$ cat src/dscb_pkg.sv
/*
 * Constants of the converter configuration register bank.
 * Assumes a 100 MHz core clock and a 16-bit serial instruction.
 */
// Contract
// - Writing restart bit one starts soft reset
// - Restart bit clears itself after soft reset
// - Step bit one: address rises per byte
// - Step bit zero (reset): address falls
// - Bit order select: one LSB first
// - Read-only part class code register
// - Scratch byte affects no device function
// - Scratch byte reads back written value
// - Scratch byte returns to zero on reset
// - Reference shutdown bit, reset zero
// - Channel-0 shutdown bit, reset one
package dscb_pkg;
    localparam int          ADDR_W          = 15;
    // Register offsets
    localparam logic [14:0] OFS_CFG         = 15'h0000;
    localparam logic [14:0] OFS_CLASS       = 15'h0003;
    localparam logic [14:0] OFS_ID_LOW      = 15'h0004;
    localparam logic [14:0] OFS_ID_HIGH     = 15'h0005;
    localparam logic [14:0] OFS_GRADE       = 15'h0006;
    localparam logic [14:0] OFS_PAGE        = 15'h0008;
    localparam logic [14:0] OFS_SCRATCH     = 15'h000a;
    localparam logic [14:0] OFS_PWR0        = 15'h0011;
    // Interface config field positions
    localparam int          CFG_RESTART     = 0;
    localparam int          CFG_ORDER       = 1;
    localparam int          CFG_STEP        = 2;
    localparam int          CFG_PIN_SEL     = 3;
    // Power control field positions
    localparam int          PWR_REF_BIT     = 7;
    localparam int          PWR_CH0_BIT     = 6;
    // Reset values
    localparam logic [3:0]  CFG_RST         = 4'h0;
    localparam logic [1:0]  PAGE_RST        = 2'h3;
    localparam logic [7:0]  SCRATCH_RST     = 8'h00;
    localparam logic        REF_SD_RST      = 1'b0;
    localparam logic        CH0_SD_RST      = 1'b1;
    // Soft reset duration
    localparam int          CLK_PERIOD_NS   = 10;
    localparam int          SOFT_RST_NS     = 40;
    localparam logic [3:0]  SOFT_RST_CYC    =
        4'((SOFT_RST_NS + CLK_PERIOD_NS - 1) / CLK_PERIOD_NS);
    // Serial engine phases
    typedef enum logic [0:0]
    {
        ENG_INSTR = 1'b0,
        ENG_DATA  = 1'b1
    } dscb_phase_t;
endpackage : dscb_pkg

$ cat src/dscb_serial_engine.sv
/*
 * Serial transfer engine: instruction, address stepping, byte shifting.
 * Assumes synchronised inputs and a serial clock at most core_clk / 8.
 */
`timescale 1ns/100ps
module dscb_serial_engine
(
    input  wire logic                      core_clk,
    input  wire logic                      reset_n,
    input  wire logic                      sclk_s,
    input  wire logic                      cs_n_s,
    input  wire logic                      din_s,
    input  wire logic                      lsb_first,
    input  wire logic                      step_up,
    input  wire logic [7:0]                rd_data,
    output logic                           wr_stb_r,
    output logic [dscb_pkg::ADDR_W-1:0]    wr_addr_r,
    output logic [7:0]                     wr_data_r,
    output logic [dscb_pkg::ADDR_W-1:0]    addr_r,
    output logic                           dout_r,
    output logic                           drive_r
);
    import dscb_pkg::*;

    dscb_phase_t         state_r, state_nxt;  // Transfer phase
    logic [3:0]          cnt_r, cnt_nxt;      // Rising edges in phase
    logic [14:0]         sh_r, sh_nxt;        // Instruction shifter
    logic [7:0]          byte_r, byte_nxt;    // Incoming data byte
    logic [7:0]          out_r, out_nxt;      // Outgoing data byte
    logic [2:0]          ocnt_r, ocnt_nxt;    // Outgoing bit index
    logic                rnw_r, rnw_nxt;      // Read transfer
    logic                load_r, load_nxt;    // Fetch byte next cycle
    logic                sclk_d_r, sclk_d_nxt;
    logic                wr_stb_nxt, dout_nxt, drive_nxt;
    logic [14:0]         addr_nxt, wr_addr_nxt;
    logic [7:0]          wr_data_nxt;
    logic                rise, fall;

    assign rise = sclk_s & ~sclk_d_r;
    assign fall = ~sclk_s & sclk_d_r;

    // Next-state of the transfer; edges are rare, so a fetch never
    // coincides with one at the supported serial clock rate
    always_comb
    begin
        state_nxt   = state_r;
        cnt_nxt     = cnt_r;
        sh_nxt      = sh_r;
        byte_nxt    = byte_r;
        out_nxt     = out_r;
        ocnt_nxt    = ocnt_r;
        rnw_nxt     = rnw_r;
        load_nxt    = 1'b0;
        sclk_d_nxt  = sclk_s;
        wr_stb_nxt  = 1'b0;
        wr_addr_nxt = wr_addr_r;
        wr_data_nxt = wr_data_r;
        addr_nxt    = addr_r;
        dout_nxt    = dout_r;
        drive_nxt   = drive_r;
        if (load_r)
        begin
            out_nxt  = rd_data;
            ocnt_nxt = 3'h0;
        end
        if (cs_n_s)
        begin
            // Frame over: back to instruction
            state_nxt = ENG_INSTR;
            cnt_nxt   = 4'h0;
            drive_nxt = 1'b0;
        end
        else if (rise)
        begin
            case (state_r)
                ENG_INSTR:
                begin
                    sh_nxt  = {sh_r[13:0], din_s};
                    cnt_nxt = cnt_r + 4'h1;
                    if (cnt_r == 4'hf)
                    begin
                        rnw_nxt   = sh_r[14];
                        addr_nxt  = {sh_r[13:0], din_s};
                        state_nxt = ENG_DATA;
                        cnt_nxt   = 4'h0;
                        load_nxt  = sh_r[14];
                    end
                end
                ENG_DATA:
                begin
                    // Data bit order
                    byte_nxt = lsb_first ? {din_s, byte_r[7:1]}
                                         : {byte_r[6:0], din_s};
                    cnt_nxt  = cnt_r + 4'h1;
                    if (cnt_r == 4'h7)
                    begin
                        cnt_nxt     = 4'h0;
                        wr_stb_nxt  = ~rnw_r;
                        wr_addr_nxt = addr_r;
                        wr_data_nxt = byte_nxt;
                        load_nxt    = rnw_r;
                        // Step up or down
                        addr_nxt    = step_up ? addr_r + 15'h0001
                                              : addr_r - 15'h0001;
                    end
                end
                default:
                    state_nxt = ENG_INSTR;
            endcase
        end
        else if (fall && state_r == ENG_DATA && rnw_r)
        begin
            // Outgoing bit order follows the same select
            dout_nxt  = lsb_first ? out_r[ocnt_r] : out_r[3'h7 - ocnt_r];
            ocnt_nxt  = ocnt_r + 3'h1;
            drive_nxt = 1'b1;
        end
    end

    // Registers of the engine
    always_ff @(posedge core_clk or negedge reset_n)
    begin
        if (!reset_n)
        begin
            state_r   <= ENG_INSTR;
            cnt_r     <= 4'h0;
            sh_r      <= 15'h0000;
            byte_r    <= 8'h00;
            out_r     <= 8'h00;
            ocnt_r    <= 3'h0;
            rnw_r     <= 1'b0;
            load_r    <= 1'b0;
            sclk_d_r  <= 1'b0;
            wr_stb_r  <= 1'b0;
            wr_addr_r <= 15'h0000;
            wr_data_r <= 8'h00;
            addr_r    <= 15'h0000;
            dout_r    <= 1'b0;
            drive_r   <= 1'b0;
        end
        else
        begin
            state_r   <= state_nxt;
            cnt_r     <= cnt_nxt;
            sh_r      <= sh_nxt;
            byte_r    <= byte_nxt;
            out_r     <= out_nxt;
            ocnt_r    <= ocnt_nxt;
            rnw_r     <= rnw_nxt;
            load_r    <= load_nxt;
            sclk_d_r  <= sclk_d_nxt;
            wr_stb_r  <= wr_stb_nxt;
            wr_addr_r <= wr_addr_nxt;
            wr_data_r <= wr_data_nxt;
            addr_r    <= addr_nxt;
            dout_r    <= dout_nxt;
            drive_r   <= drive_nxt;
        end
    end

    // Address stepping checks
    step_up_a: assert property (
        @(posedge core_clk) disable iff (!reset_n)
        (rise && !cs_n_s && state_r == ENG_DATA && cnt_r == 4'h7 && step_up)
        |=> addr_r == $past(addr_r) + 15'h0001)
        else $error("address did not step up");
    step_down_a: assert property (
        @(posedge core_clk) disable iff (!reset_n)
        (rise && !cs_n_s && state_r == ENG_DATA && cnt_r == 4'h7
         && !step_up)
        |=> addr_r == $past(addr_r) - 15'h0001)
        else $error("address did not step down");
endmodule : dscb_serial_engine

$ cat src/dscb_bank.sv
/*
 * Configuration register bank reached over the serial port.
 * Assumes host holds each serial clock level for at least 4 core clocks.
 */
`timescale 1ns/100ps
module dscb_bank
#(
    parameter logic [7:0] PART_CLASS = 8'h3c,  // Arbitrary value
    parameter logic [7:0] ID_LOW     = 8'h5a,  // Arbitrary value
    parameter logic [7:0] ID_HIGH    = 8'ha5,  // Arbitrary value
    parameter logic [3:0] GRADE      = 4'h2,   // Arbitrary value
    parameter logic [3:0] REVISION   = 4'h1    // Arbitrary value
)
(
    input  wire logic  core_clk,
    input  wire logic  reset_n,
    input  wire logic  spi_sclk,
    input  wire logic  spi_cs_n,
    input  wire logic  spi_sdio_in,
    output logic       spi_sdio_out_r,
    output logic       spi_sdio_oe_n_r,
    output logic       spi_sdo_out_r,
    output logic       spi_sdo_oe_n_r,
    output logic       reference_shutdown_r,
    output logic       channel0_shutdown_r,
    output logic [1:0] channel_page_r,
    output logic       soft_reset_busy_r
);
    import dscb_pkg::*;

    logic [2:0]  sync1_r, sync2_r;   // Pin synchronisers
    logic [3:0]  cfg_r, cfg_nxt;     // Interface control bits
    logic [1:0]  page_nxt;
    logic [7:0]  scratch_r, scratch_nxt;
    logic        ref_nxt, ch0_nxt;
    logic [3:0]  srst_cnt_r, srst_cnt_nxt;
    logic        busy_nxt;
    logic [7:0]  rd_data;            // Read mux to engine
    logic        wr_stb, dout, drive;
    logic [14:0] wr_addr, addr;
    logic [7:0]  wr_data;
    logic        sdio_o_nxt, sdio_oe_nxt, sdo_o_nxt, sdo_oe_nxt;

    // Two flops per pin; only stage two is read by logic
    always_ff @(posedge core_clk or negedge reset_n)
    begin
        if (!reset_n)
        begin
            sync1_r <= 3'h2;
            sync2_r <= 3'h2;
        end
        else
        begin
            sync1_r <= {spi_sdio_in, spi_cs_n, spi_sclk};
            sync2_r <= sync1_r;
        end
    end

    // Serial transfer engine
    dscb_serial_engine u_engine
    (
        .core_clk  (core_clk),
        .reset_n   (reset_n),
        .sclk_s    (sync2_r[0]),
        .cs_n_s    (sync2_r[1]),
        .din_s     (sync2_r[2]),
        .lsb_first (cfg_r[CFG_ORDER]),
        .step_up   (cfg_r[CFG_STEP]),
        .rd_data   (rd_data),
        .wr_stb_r  (wr_stb),
        .wr_addr_r (wr_addr),
        .wr_data_r (wr_data),
        .addr_r    (addr),
        .dout_r    (dout),
        .drive_r   (drive)
    );

    // Read mux; unmapped and reserved bits read zero
    always_comb
    begin
        case (addr)
            // Upper nibble mirrors lower, bit-reversed
            OFS_CFG:     rd_data = {cfg_r[0], cfg_r[1], cfg_r[2], cfg_r[3],
                                    cfg_r};
            OFS_CLASS:   rd_data = PART_CLASS;
            OFS_ID_LOW:  rd_data = ID_LOW;
            OFS_ID_HIGH: rd_data = ID_HIGH;
            OFS_GRADE:   rd_data = {GRADE, REVISION};
            OFS_PAGE:    rd_data = {6'h00, channel_page_r};
            // Scratch only feeds this mux, nothing else
            OFS_SCRATCH: rd_data = scratch_r;
            OFS_PWR0:    rd_data = {reference_shutdown_r,
                                    channel0_shutdown_r, 6'h00};
            default:     rd_data = 8'h00;
        endcase
    end

    // Register writes; soft reset overrides any write while it runs
    always_comb
    begin
        cfg_nxt      = cfg_r;
        page_nxt     = channel_page_r;
        scratch_nxt  = scratch_r;
        ref_nxt      = reference_shutdown_r;
        ch0_nxt      = channel0_shutdown_r;
        srst_cnt_nxt = srst_cnt_r;
        if (srst_cnt_r != 4'h0)
        begin
            // Defaults held; restart bit drops on the last cycle
            srst_cnt_nxt = srst_cnt_r - 4'h1;
            cfg_nxt      = CFG_RST | {3'h0, srst_cnt_r != 4'h1};
            page_nxt     = PAGE_RST;
            scratch_nxt  = SCRATCH_RST;
            ref_nxt      = REF_SD_RST;
            ch0_nxt      = CH0_SD_RST;
        end
        else if (wr_stb)
        begin
            case (wr_addr)
                OFS_CFG:
                begin
                    cfg_nxt = wr_data[3:0];
                    if (wr_data[CFG_RESTART])
                        srst_cnt_nxt = SOFT_RST_CYC;
                end
                OFS_PAGE:    page_nxt    = wr_data[1:0];
                OFS_SCRATCH: scratch_nxt = wr_data;
                OFS_PWR0:
                begin
                    ref_nxt = wr_data[PWR_REF_BIT];
                    ch0_nxt = wr_data[PWR_CH0_BIT];
                end
                default:     cfg_nxt = cfg_r; // Read-only or unmapped
            endcase
        end
        busy_nxt = srst_cnt_nxt != 4'h0;
    end

    always_ff @(posedge core_clk or negedge reset_n)
    begin
        if (!reset_n)
        begin
            cfg_r                <= CFG_RST;
            channel_page_r       <= PAGE_RST;
            scratch_r            <= SCRATCH_RST;
            reference_shutdown_r <= REF_SD_RST;
            channel0_shutdown_r  <= CH0_SD_RST;
            srst_cnt_r           <= 4'h0;
            soft_reset_busy_r    <= 1'b0;
        end
        else
        begin
            cfg_r                <= cfg_nxt;
            channel_page_r       <= page_nxt;
            scratch_r            <= scratch_nxt;
            reference_shutdown_r <= ref_nxt;
            channel0_shutdown_r  <= ch0_nxt;
            srst_cnt_r           <= srst_cnt_nxt;
            soft_reset_busy_r    <= busy_nxt;
        end
    end

    // Output pin steering: pin select one sends read data on spi_sdo
    always_comb
    begin
        sdio_o_nxt  = dout & ~cfg_r[CFG_PIN_SEL];
        sdio_oe_nxt = ~(drive & ~cfg_r[CFG_PIN_SEL]);
        sdo_o_nxt   = dout & cfg_r[CFG_PIN_SEL];
        sdo_oe_nxt  = ~(drive & cfg_r[CFG_PIN_SEL]);
    end

    always_ff @(posedge core_clk or negedge reset_n)
    begin
        if (!reset_n)
        begin
            spi_sdio_out_r  <= 1'b0;
            spi_sdio_oe_n_r <= 1'b1;
            spi_sdo_out_r   <= 1'b0;
            spi_sdo_oe_n_r  <= 1'b1;
        end
        else
        begin
            spi_sdio_out_r  <= sdio_o_nxt;
            spi_sdio_oe_n_r <= sdio_oe_nxt;
            spi_sdo_out_r   <= sdo_o_nxt;
            spi_sdo_oe_n_r  <= sdo_oe_nxt;
        end
    end

    // Checks
    restart_start_a: assert property (@(posedge core_clk)
        disable iff (!reset_n)
        (wr_stb && wr_addr == OFS_CFG && wr_data[0] && srst_cnt_r == 4'h0)
        |=> soft_reset_busy_r && cfg_r[0])
        else $error("restart write did not start soft reset");
    restart_clear_a: assert property (@(posedge core_clk)
        disable iff (!reset_n)
        $rose(soft_reset_busy_r) |-> ##[1:5] !cfg_r[0])
        else $error("restart bit did not clear itself");
    mirror_read_a: assert property (@(posedge core_clk)
        disable iff (!reset_n)
        addr == OFS_CFG |-> rd_data[7:4] ==
            {rd_data[0], rd_data[1], rd_data[2], rd_data[3]})
        else $error("config mirror bits disagree");
    class_read_a: assert property (@(posedge core_clk)
        disable iff (!reset_n)
        addr == OFS_CLASS |-> rd_data == PART_CLASS)
        else $error("part class code wrong");
    scratch_hold_a: assert property (@(posedge core_clk)
        disable iff (!reset_n)
        (wr_stb && wr_addr == OFS_SCRATCH && srst_cnt_r == 4'h0)
        |=> scratch_r == $past(wr_data) ##1
            (scratch_r == $past(scratch_r) || soft_reset_busy_r
             || $past(wr_stb)))
        else $error("scratch byte not retained");
    scratch_clear_a: assert property (@(posedge core_clk)
        disable iff (!reset_n)
        $fell(soft_reset_busy_r) |-> scratch_r == 8'h00)
        else $error("scratch byte not cleared by soft reset");
    ref_default_a: assert property (@(posedge core_clk)
        disable iff (!reset_n)
        $fell(soft_reset_busy_r) |-> !reference_shutdown_r)
        else $error("reference shutdown default wrong");
    ch0_default_a: assert property (@(posedge core_clk)
        disable iff (!reset_n)
        $fell(soft_reset_busy_r)
        |-> channel0_shutdown_r && channel_page_r == 2'h3)
        else $error("channel defaults wrong after soft reset");
endmodule : dscb_bank

$ cat config.mk
export PLATFORM = sky130hd
export DESIGN_NAME = dscb_bank
export DESIGN_NICKNAME = d
export VERILOG_FILES = /design/src/dscb_pkg.sv /design/src/dscb_serial_engine.sv /design/src/dscb_bank.sv
export SDC_FILE = /design/constraint.sdc
export NUM_CORES = 1
export LEC_CHECK = 0
export BUFFER_PORTS_ARGS = -buffer_cell sky130_fd_sc_hd__buf_4
export CAP_MARGIN = 15
export CORE_MARGIN = 2
export CORE_UTILIZATION = 51
export DETAILED_ROUTE_END_ITERATION = 10
export PLACE_DENSITY = 0.67
export SLEW_MARGIN = 20
export SYNTH_ARGS = -nofsm -noshare
export SYNTH_HDL_FRONTEND = slang
export SYNTH_SLANG_ARGS = --single-unit
$ cat constraint.sdc
create_clock -name core_clk -period 2.6 [get_ports core_clk]
set_clock_uncertainty 0.05 [all_clocks]
set_input_delay 0.39 -clock core_clk [delete_from_list [all_inputs] [get_ports core_clk]]
set_output_delay 0.39 -clock core_clk [all_outputs]
set_load 0.01 [all_outputs]
# Word level (Yosys, flattened, before mapping)
# Cells that the tools add are included.
[op_classes]
add_sub_neg = 6
mul = 0
div_mod_pow = 0
order_cmp = 2
eq_ne = 16
n_shift = 0
mux = 55
bitwise_logic = 15
reduce_logical = 24
[ops]
columns = ["operator", "n"]
rows = [
  ["8-bit case mux with 8 select lines", 1],
  ["15-bit by 4-bit == test with 1-bit output, second input constant", 4],
  ["15-bit by 3-bit == test with 1-bit output, second input constant", 3],
  ["15-bit two-way mux", 3],
  ["4-bit two-way mux", 11],
  ["8-bit two-way mux", 4],
  ["15-bit by 5-bit == test with 1-bit output, second input constant", 2],
  ["15-bit zero test", 2],
  ["15-bit case mux with 2 select lines", 1],
  ["1-bit two-way mux", 24],
  ["15-bit by 1-bit adder with 15-bit output, second input constant", 1],
  ["15-bit by 2-bit == test with 1-bit output, second input constant", 1],
  ["15-bit by 1-bit subtractor with 15-bit output, second input constant", 1],
  ["2-bit nonzero test", 7],
  ["3-bit two-way mux", 4],
  ["4-bit AND reduction", 3],
  ["2-bit AND reduction", 5],
  ["1-bit NOT", 9],
  ["3-bit AND reduction", 3],
  ["3-bit by 4-bit less-than comparator with 1-bit output, second input constant", 2],
  ["4-bit case mux with 2 select lines", 1],
  ["4-bit nonzero test", 2],
  ["1-bit AND", 6],
  ["1-bit binary-select mux with 3-bit select", 2],
  ["12 further kinds", 16],
]
[totals]
register_bits = 114
latchBits = 0
ram_bits = 0
mem_bits_ro = 0
inputBits = 5
output_inout_bits = 9
n_memories = 0

# Longest topological paths before layout
[depth]
depth_word = 7
ltp_mapped = 10
mapped_depth_nobuf = 8

# By module
# A second synthesis with hierarchy kept.
[unflattened]
cells_unflattened = 541
hier_area_um2 = 5853.1
[modules_own_cells]
columns = ["mod", "instances", "cells_per_inst", "area_each_um2", "seq_area_each_um2"]
rows = [
  ["dscb_serial_engine", 1, 384, 4220.3, 2077.0],
  ["dscb_bank", 1, 157, 1632.8, 784.5],
]

# Least setup slack after synthesis
# OpenSTA, ideal clock, no wires.
[synth_path]
path_type = "register to register"
start = "register u_engine.addr_r[0] in the netlist's numbering"
end = "register u_engine.addr_r[14] in the netlist's numbering"
setup_time_ns = 0.126
t_arrival_ns = 2.310
required_time_ns = 2.424
setup_slack_ns = 0.114
stages_incl_launch_ff = 11
path_cell_list = "dfrtp_1 buf_2 clkbuf_1 inv_1 fa_1 nand2b_1 a21oi_1 o211ai_1 a22oi_1 o311ai_1 a221o_1"
[synth_between]
elab_chain_cells = 4
elab_cells_between_ends = 5
cone_classes = "2 x add/sub; 3 x mux"
[synth_lines]
columns = ["item", "line", "text"]
rows = [
  ["start, declared", "dscb_serial_engine.sv:19", "output logic [dscb_pkg::ADDR_W-1:0] addr_r,"],
  ["start signal, assigned", "dscb_serial_engine.sv:155", "addr_r <= addr_nxt;"],
  ["15-bit by 1-bit subtractor with 15-bit output or 15-bit by 1-bit adder with 15-bit output (tied branches)", "dscb_serial_engine.sv:104, dscb_serial_engine.sv:103", ""],
  ["15-bit two-way mux (*)", "dscb_serial_engine.sv:103", "addr_nxt = step_up ? addr_r + 15'h0001"],
  ["15-bit two-way mux (*)", "dscb_serial_engine.sv:95", "if (cnt_r == 4'h7)"],
  ["15-bit case mux with 2 select lines (*)", "dscb_serial_engine.sv:75", "case (state_r)"],
]
# Mark *: on every way between the ends. The rest lies on a longest branch, timed or not. The select of a mux whose other input is x is not followed.
# A chain may end at the register's enable or synchronous reset.

# Worst setup path in the final report
[layout_path]
start = "register cfg_r[2]"
end = "register u_engine.addr_r[14] in the netlist's numbering"
[layout_between]
elab_chain_cells = 3
[layout_lines]
columns = ["item", "line", "text"]
rows = [
  ["start, declared", "dscb_bank.sv:32", "logic [3:0] cfg_r, cfg_nxt;"],
  ["start signal, assigned", "dscb_bank.sv:153", "cfg_r <= cfg_nxt;"],
  ["15-bit two-way mux", "dscb_serial_engine.sv:103", ""],
  ["15-bit two-way mux", "dscb_serial_engine.sv:95", ""],
  ["15-bit case mux with 2 select lines", "dscb_serial_engine.sv:75", ""],
]
# Every way passes these cells. The select of a mux whose other input is x is not followed.

==> results.sh <==
export IMPL_outcome="complete, no violations"
export IMPL_postCtsSetupRepairBufs=0
export IMPL_synth_edff_count=0
export IMPL_synthAdderAreaFrac=0.0395
export IMPL_first_pass_iters=7
export IMPL_wl_met3_um=551
export IMPL_async_flop_share=1.00
export IMPL_first_iter_violations=284
export IMPL_clkLatencyLatePin_ns=0.42
export IMPL_initial_core_util=0.519
export IMPL_synth_most_common_cell="dfrtp_1"
export IMPL_clkTransAtPathRegs_ns=0.05
export IMPL_antenna_cells=0
export IMPL_routed_top_layer="met4"
export IMPL_fin_area_mm2=0.00682
export IMPL_fin_nets=614
export IMPL_cts_max_level=4
export IMPL_grt_max_degree=53
export IMPL_slew_viol_final=0
export IMPL_rows=39
export IMPL_viasPerCell=5.89
export IMPL_place_area_mm2=0.00617
export IMPL_maxSlewHeadroom=0.523
export IMPL_p_int_uw=3580
export IMPL_fmax_mhz=418
export IMPL_synth_main_ff_cell="dfrtp_1"
export IMPL_grt_pass1_wl_mm=22.4
export IMPL_pwr_share_clk=0.547
export IMPL_seqPwrFrac=0.418
export IMPL_clkSinkCount=114
export IMPL_die_w_um=112
export IMPL_routedLengthMet1_mm=6.45
export IMPL_synth_xor_area_share=0.0178
export IMPL_worstSetupEndpointType="flop"
export IMPL_area_delta_synth_final_pct=15.7
export IMPL_yosysTopAreaCellShare=0.454
export IMPL_cp_max_fo=13
export IMPL_max_clock_path_buffers=2
export IMPL_dp_cells=714
export IMPL_syn_area_mm2=0.00590
export IMPL_hold_class="primary input to flop"
export IMPL_port_buffers=13
export IMPL_dieArea_mm2=0.0124
export IMPL_synthTopCellsByCount="107 x dfrtp_1, 59 x nor2_1, 56 x nand2_1"
export IMPL_antenna_found_initial=0
export IMPL_ctsRootBufferMaster="clkbuf_16"
export IMPL_avgSynthCellArea_um2=10.4
export IMPL_synth_top_family_by_area="simple AND/OR/NAND/NOR gates"
export IMPL_p_leak_uw=0.00319
export IMPL_nFillCells=953
export IMPL_min_period_ns=2.39
export IMPL_synth_simple_area_share=0.169
export IMPL_setup_viol=0
export IMPL_wl_per_cell_um=17.9
export IMPL_rsz0062_at_grt="false"
export IMPL_synth_top_area_cell="dfrtp_1"
export IMPL_fin_crit_sh=0.920
export IMPL_ant_nets=0
export IMPL_hold_violations=0
export IMPL_synth_compound_area_frac=0.127
export IMPL_coreArea_mm2=0.0114
export IMPL_critical_path_class="flop to flop"
export IMPL_vias=4401
export IMPL_finalPower_uw=4540
export IMPL_muxShareOfSynthArea=0.132
export IMPL_wl_met2_mm=6.07
export IMPL_die_h_um=112
export IMPL_ir_drop_mv=0.476
export IMPL_fin_tns_setup_ns=0
export IMPL_final_cells=747
export IMPL_dp_hpwl_mm=9.45
export IMPL_synth_fp_nets=592
export IMPL_yosysUniqueCellTypes=68
export IMPL_final_util=0.600
export IMPL_cts_resized=0
export IMPL_ff_latch_area_mm2=0.00286
export IMPL_ys_ff_latch=114
export IMPL_worst_pin_slew_ns=0.713
export IMPL_swShare=0.212
export IMPL_overflow=0
export IMPL_cts_buffers=17
export IMPL_multi_input_area_mm2=0.00286
export IMPL_required_ns=2.85
export IMPL_io_pins=14
export IMPL_drive_above_1_share=0.172
export IMPL_ys_top_cells_by_area="dfrtp_1 45%, mux2i_1 4.9%, mux2_2 4.4%"
export IMPL_routabilityCongestion=0.866
export IMPL_startpoint_type="flop"
export IMPL_cts_tree="done"
export IMPL_track_usage=0.229
export IMPL_drv_cap=0
export IMPL_drcViolationCount=0
export IMPL_p_sw_uw=963
export IMPL_critical_path_arrival_ns=2.64
export IMPL_p_comb_frac=0.034
export IMPL_yosysSeqAreaShare=0.485
export IMPL_p_per_area_mw_per_mm2=666
export IMPL_grt_pass1_vias=4256
export IMPL_synth_warning_count=0
export IMPL_synthCells=569
export IMPL_finalWirelength_mm=13.3
[final timing paths]
| kind | depth (start not counted) | slack, ns | from | endpoint |
|---|---|---|---|---|
| max | 9 | 0.21 | cfg_r[2] | u_engine.addr_r[14] |
| min | 1 | 0.03 | spi_sdio_in | sync1_r[2] |
| max reg2reg | 9 | 0.21 | cfg_r[2] | u_engine.addr_r[14] |
| min reg2reg | 0 | 0.30 | sync1_r[2] | sync2_r[2] |
| max in group asynchronous | 3 | 1.28 | reset_n | channel_page_r[1] |
| min in group asynchronous | 2 | 0.40 | reset_n | u_engine.wr_addr_r[7] |
[logic make-up (layout without fill, tap and decap cells)]
| family | Yosys count | after routing |
|---|---|---|
| multiplexers | 66 | 66 |
| XOR/XNOR | 12 | 12 |
| AND/OR/NAND/NOR | 198 | 198 |
| buffers and inverters | 38 | 73 |
| adder cells (fa/ha/maj) | 18 | 18 |
| flip-flops | 114 | 114 |
| AO/OA/AOI/OAI | 123 | 123 |
[state kept, by name, summed over array words and instances, names as in the netlist, 2 cells and up]
signal,count
channel_page_r,2
u_engine.out_r,8
u_engine.addr_r,15
u_engine.cnt_r,4
u_engine.wr_data_r,8
u_engine.sh_r,15
u_engine.wr_addr_r,15
u_engine.byte_r,8
scratch_r,8
sync2_r,3
sync1_r,3
cfg_r,4
srst_cnt_r,4
u_engine.ocnt_r,3
[worst max-delay path, cell delays in order (launching register included)]
cell and delay, ns:
dfrtp_1 0.37, inv_1 0.09, buf_4 0.22, ha_1 0.33, a21oi_1 0.25, nand2_1 0.12, o211ai_1 0.23, nor3b_1 0.22
o311ai_1 0.10, a221o_1 0.30
[through the flow]
step                hold WS (ns)  setup slack, ns
floorplan                 0.0444            0.114
finish                    0.0299            0.207
detailed placement         0.289            0.240
global route             0.00914           0.0520
CTS                       0.0124            0.222
global placement           0.282            0.277
[layout by cell type, fill, tap and decap left out, types with 3 or more instances in the layout]
master	instances
nand2b_1	8
xnor2_1	11
mux2_1	8
dfstp_2	7
ha_1	17
bufinv_16	4
o21ai_1	3
or3_1	5
dfrtp_1	107
nor4_1	7
a21oi_1	40
nor3_1	11
clkinv_4	3
nand4_1	6
buf_4	28
clkbuf_16	17
mux2_2	23
a21o_1	5
mux2i_1	29
nor3b_1	4
nor2b_1	8
a211o_1	3
nand3_1	12
nor2_1	59
nand3b_1	4
clkinvlp_4	3
mux4_1	3
o211ai_1	5
inv_1	11
o21ai_0	35
nand2_1	56
a31oi_1	7
a22oi_1	4
[metal layers]
metal	GRT usage	vias up
met5	0	-
met4	0.0881	0
met3	0.0490	27
met2	0.341	118
met1	0.332	2143
li1	-	2113
[power by group through the flow]
stage               clock network (uW)  logic, uW  registers, uW
floorplan                            0       95.2           1900
global placement                     0        152           1930
detailed placement                   0        156           1930
CTS                               2520        161           1900
global route                      2610        178           1910
finish                            2480        157           1900
[area by class of cell]
class / count / area share
Clock buffer: 21 / 0.0675
Clock inverter: 11 / 0.0260
Inverter: 11 / 0.00605
Multi-Input combinational cell: 417 / 0.419
Sequential cell: 114 / 0.419
Tap cell: 143 / 0.0262
Timing Repair Buffer: 30 / 0.0352
[what timing repair did]
| item | CTS | global route |
|---|---|---|
| hold endpoints to repair | 27 | 0 |
| endpoints found under the setup margin | 0 | 0 |
| hold buffers | 1 | 0 |
Power figures use the tool's default switching activity.
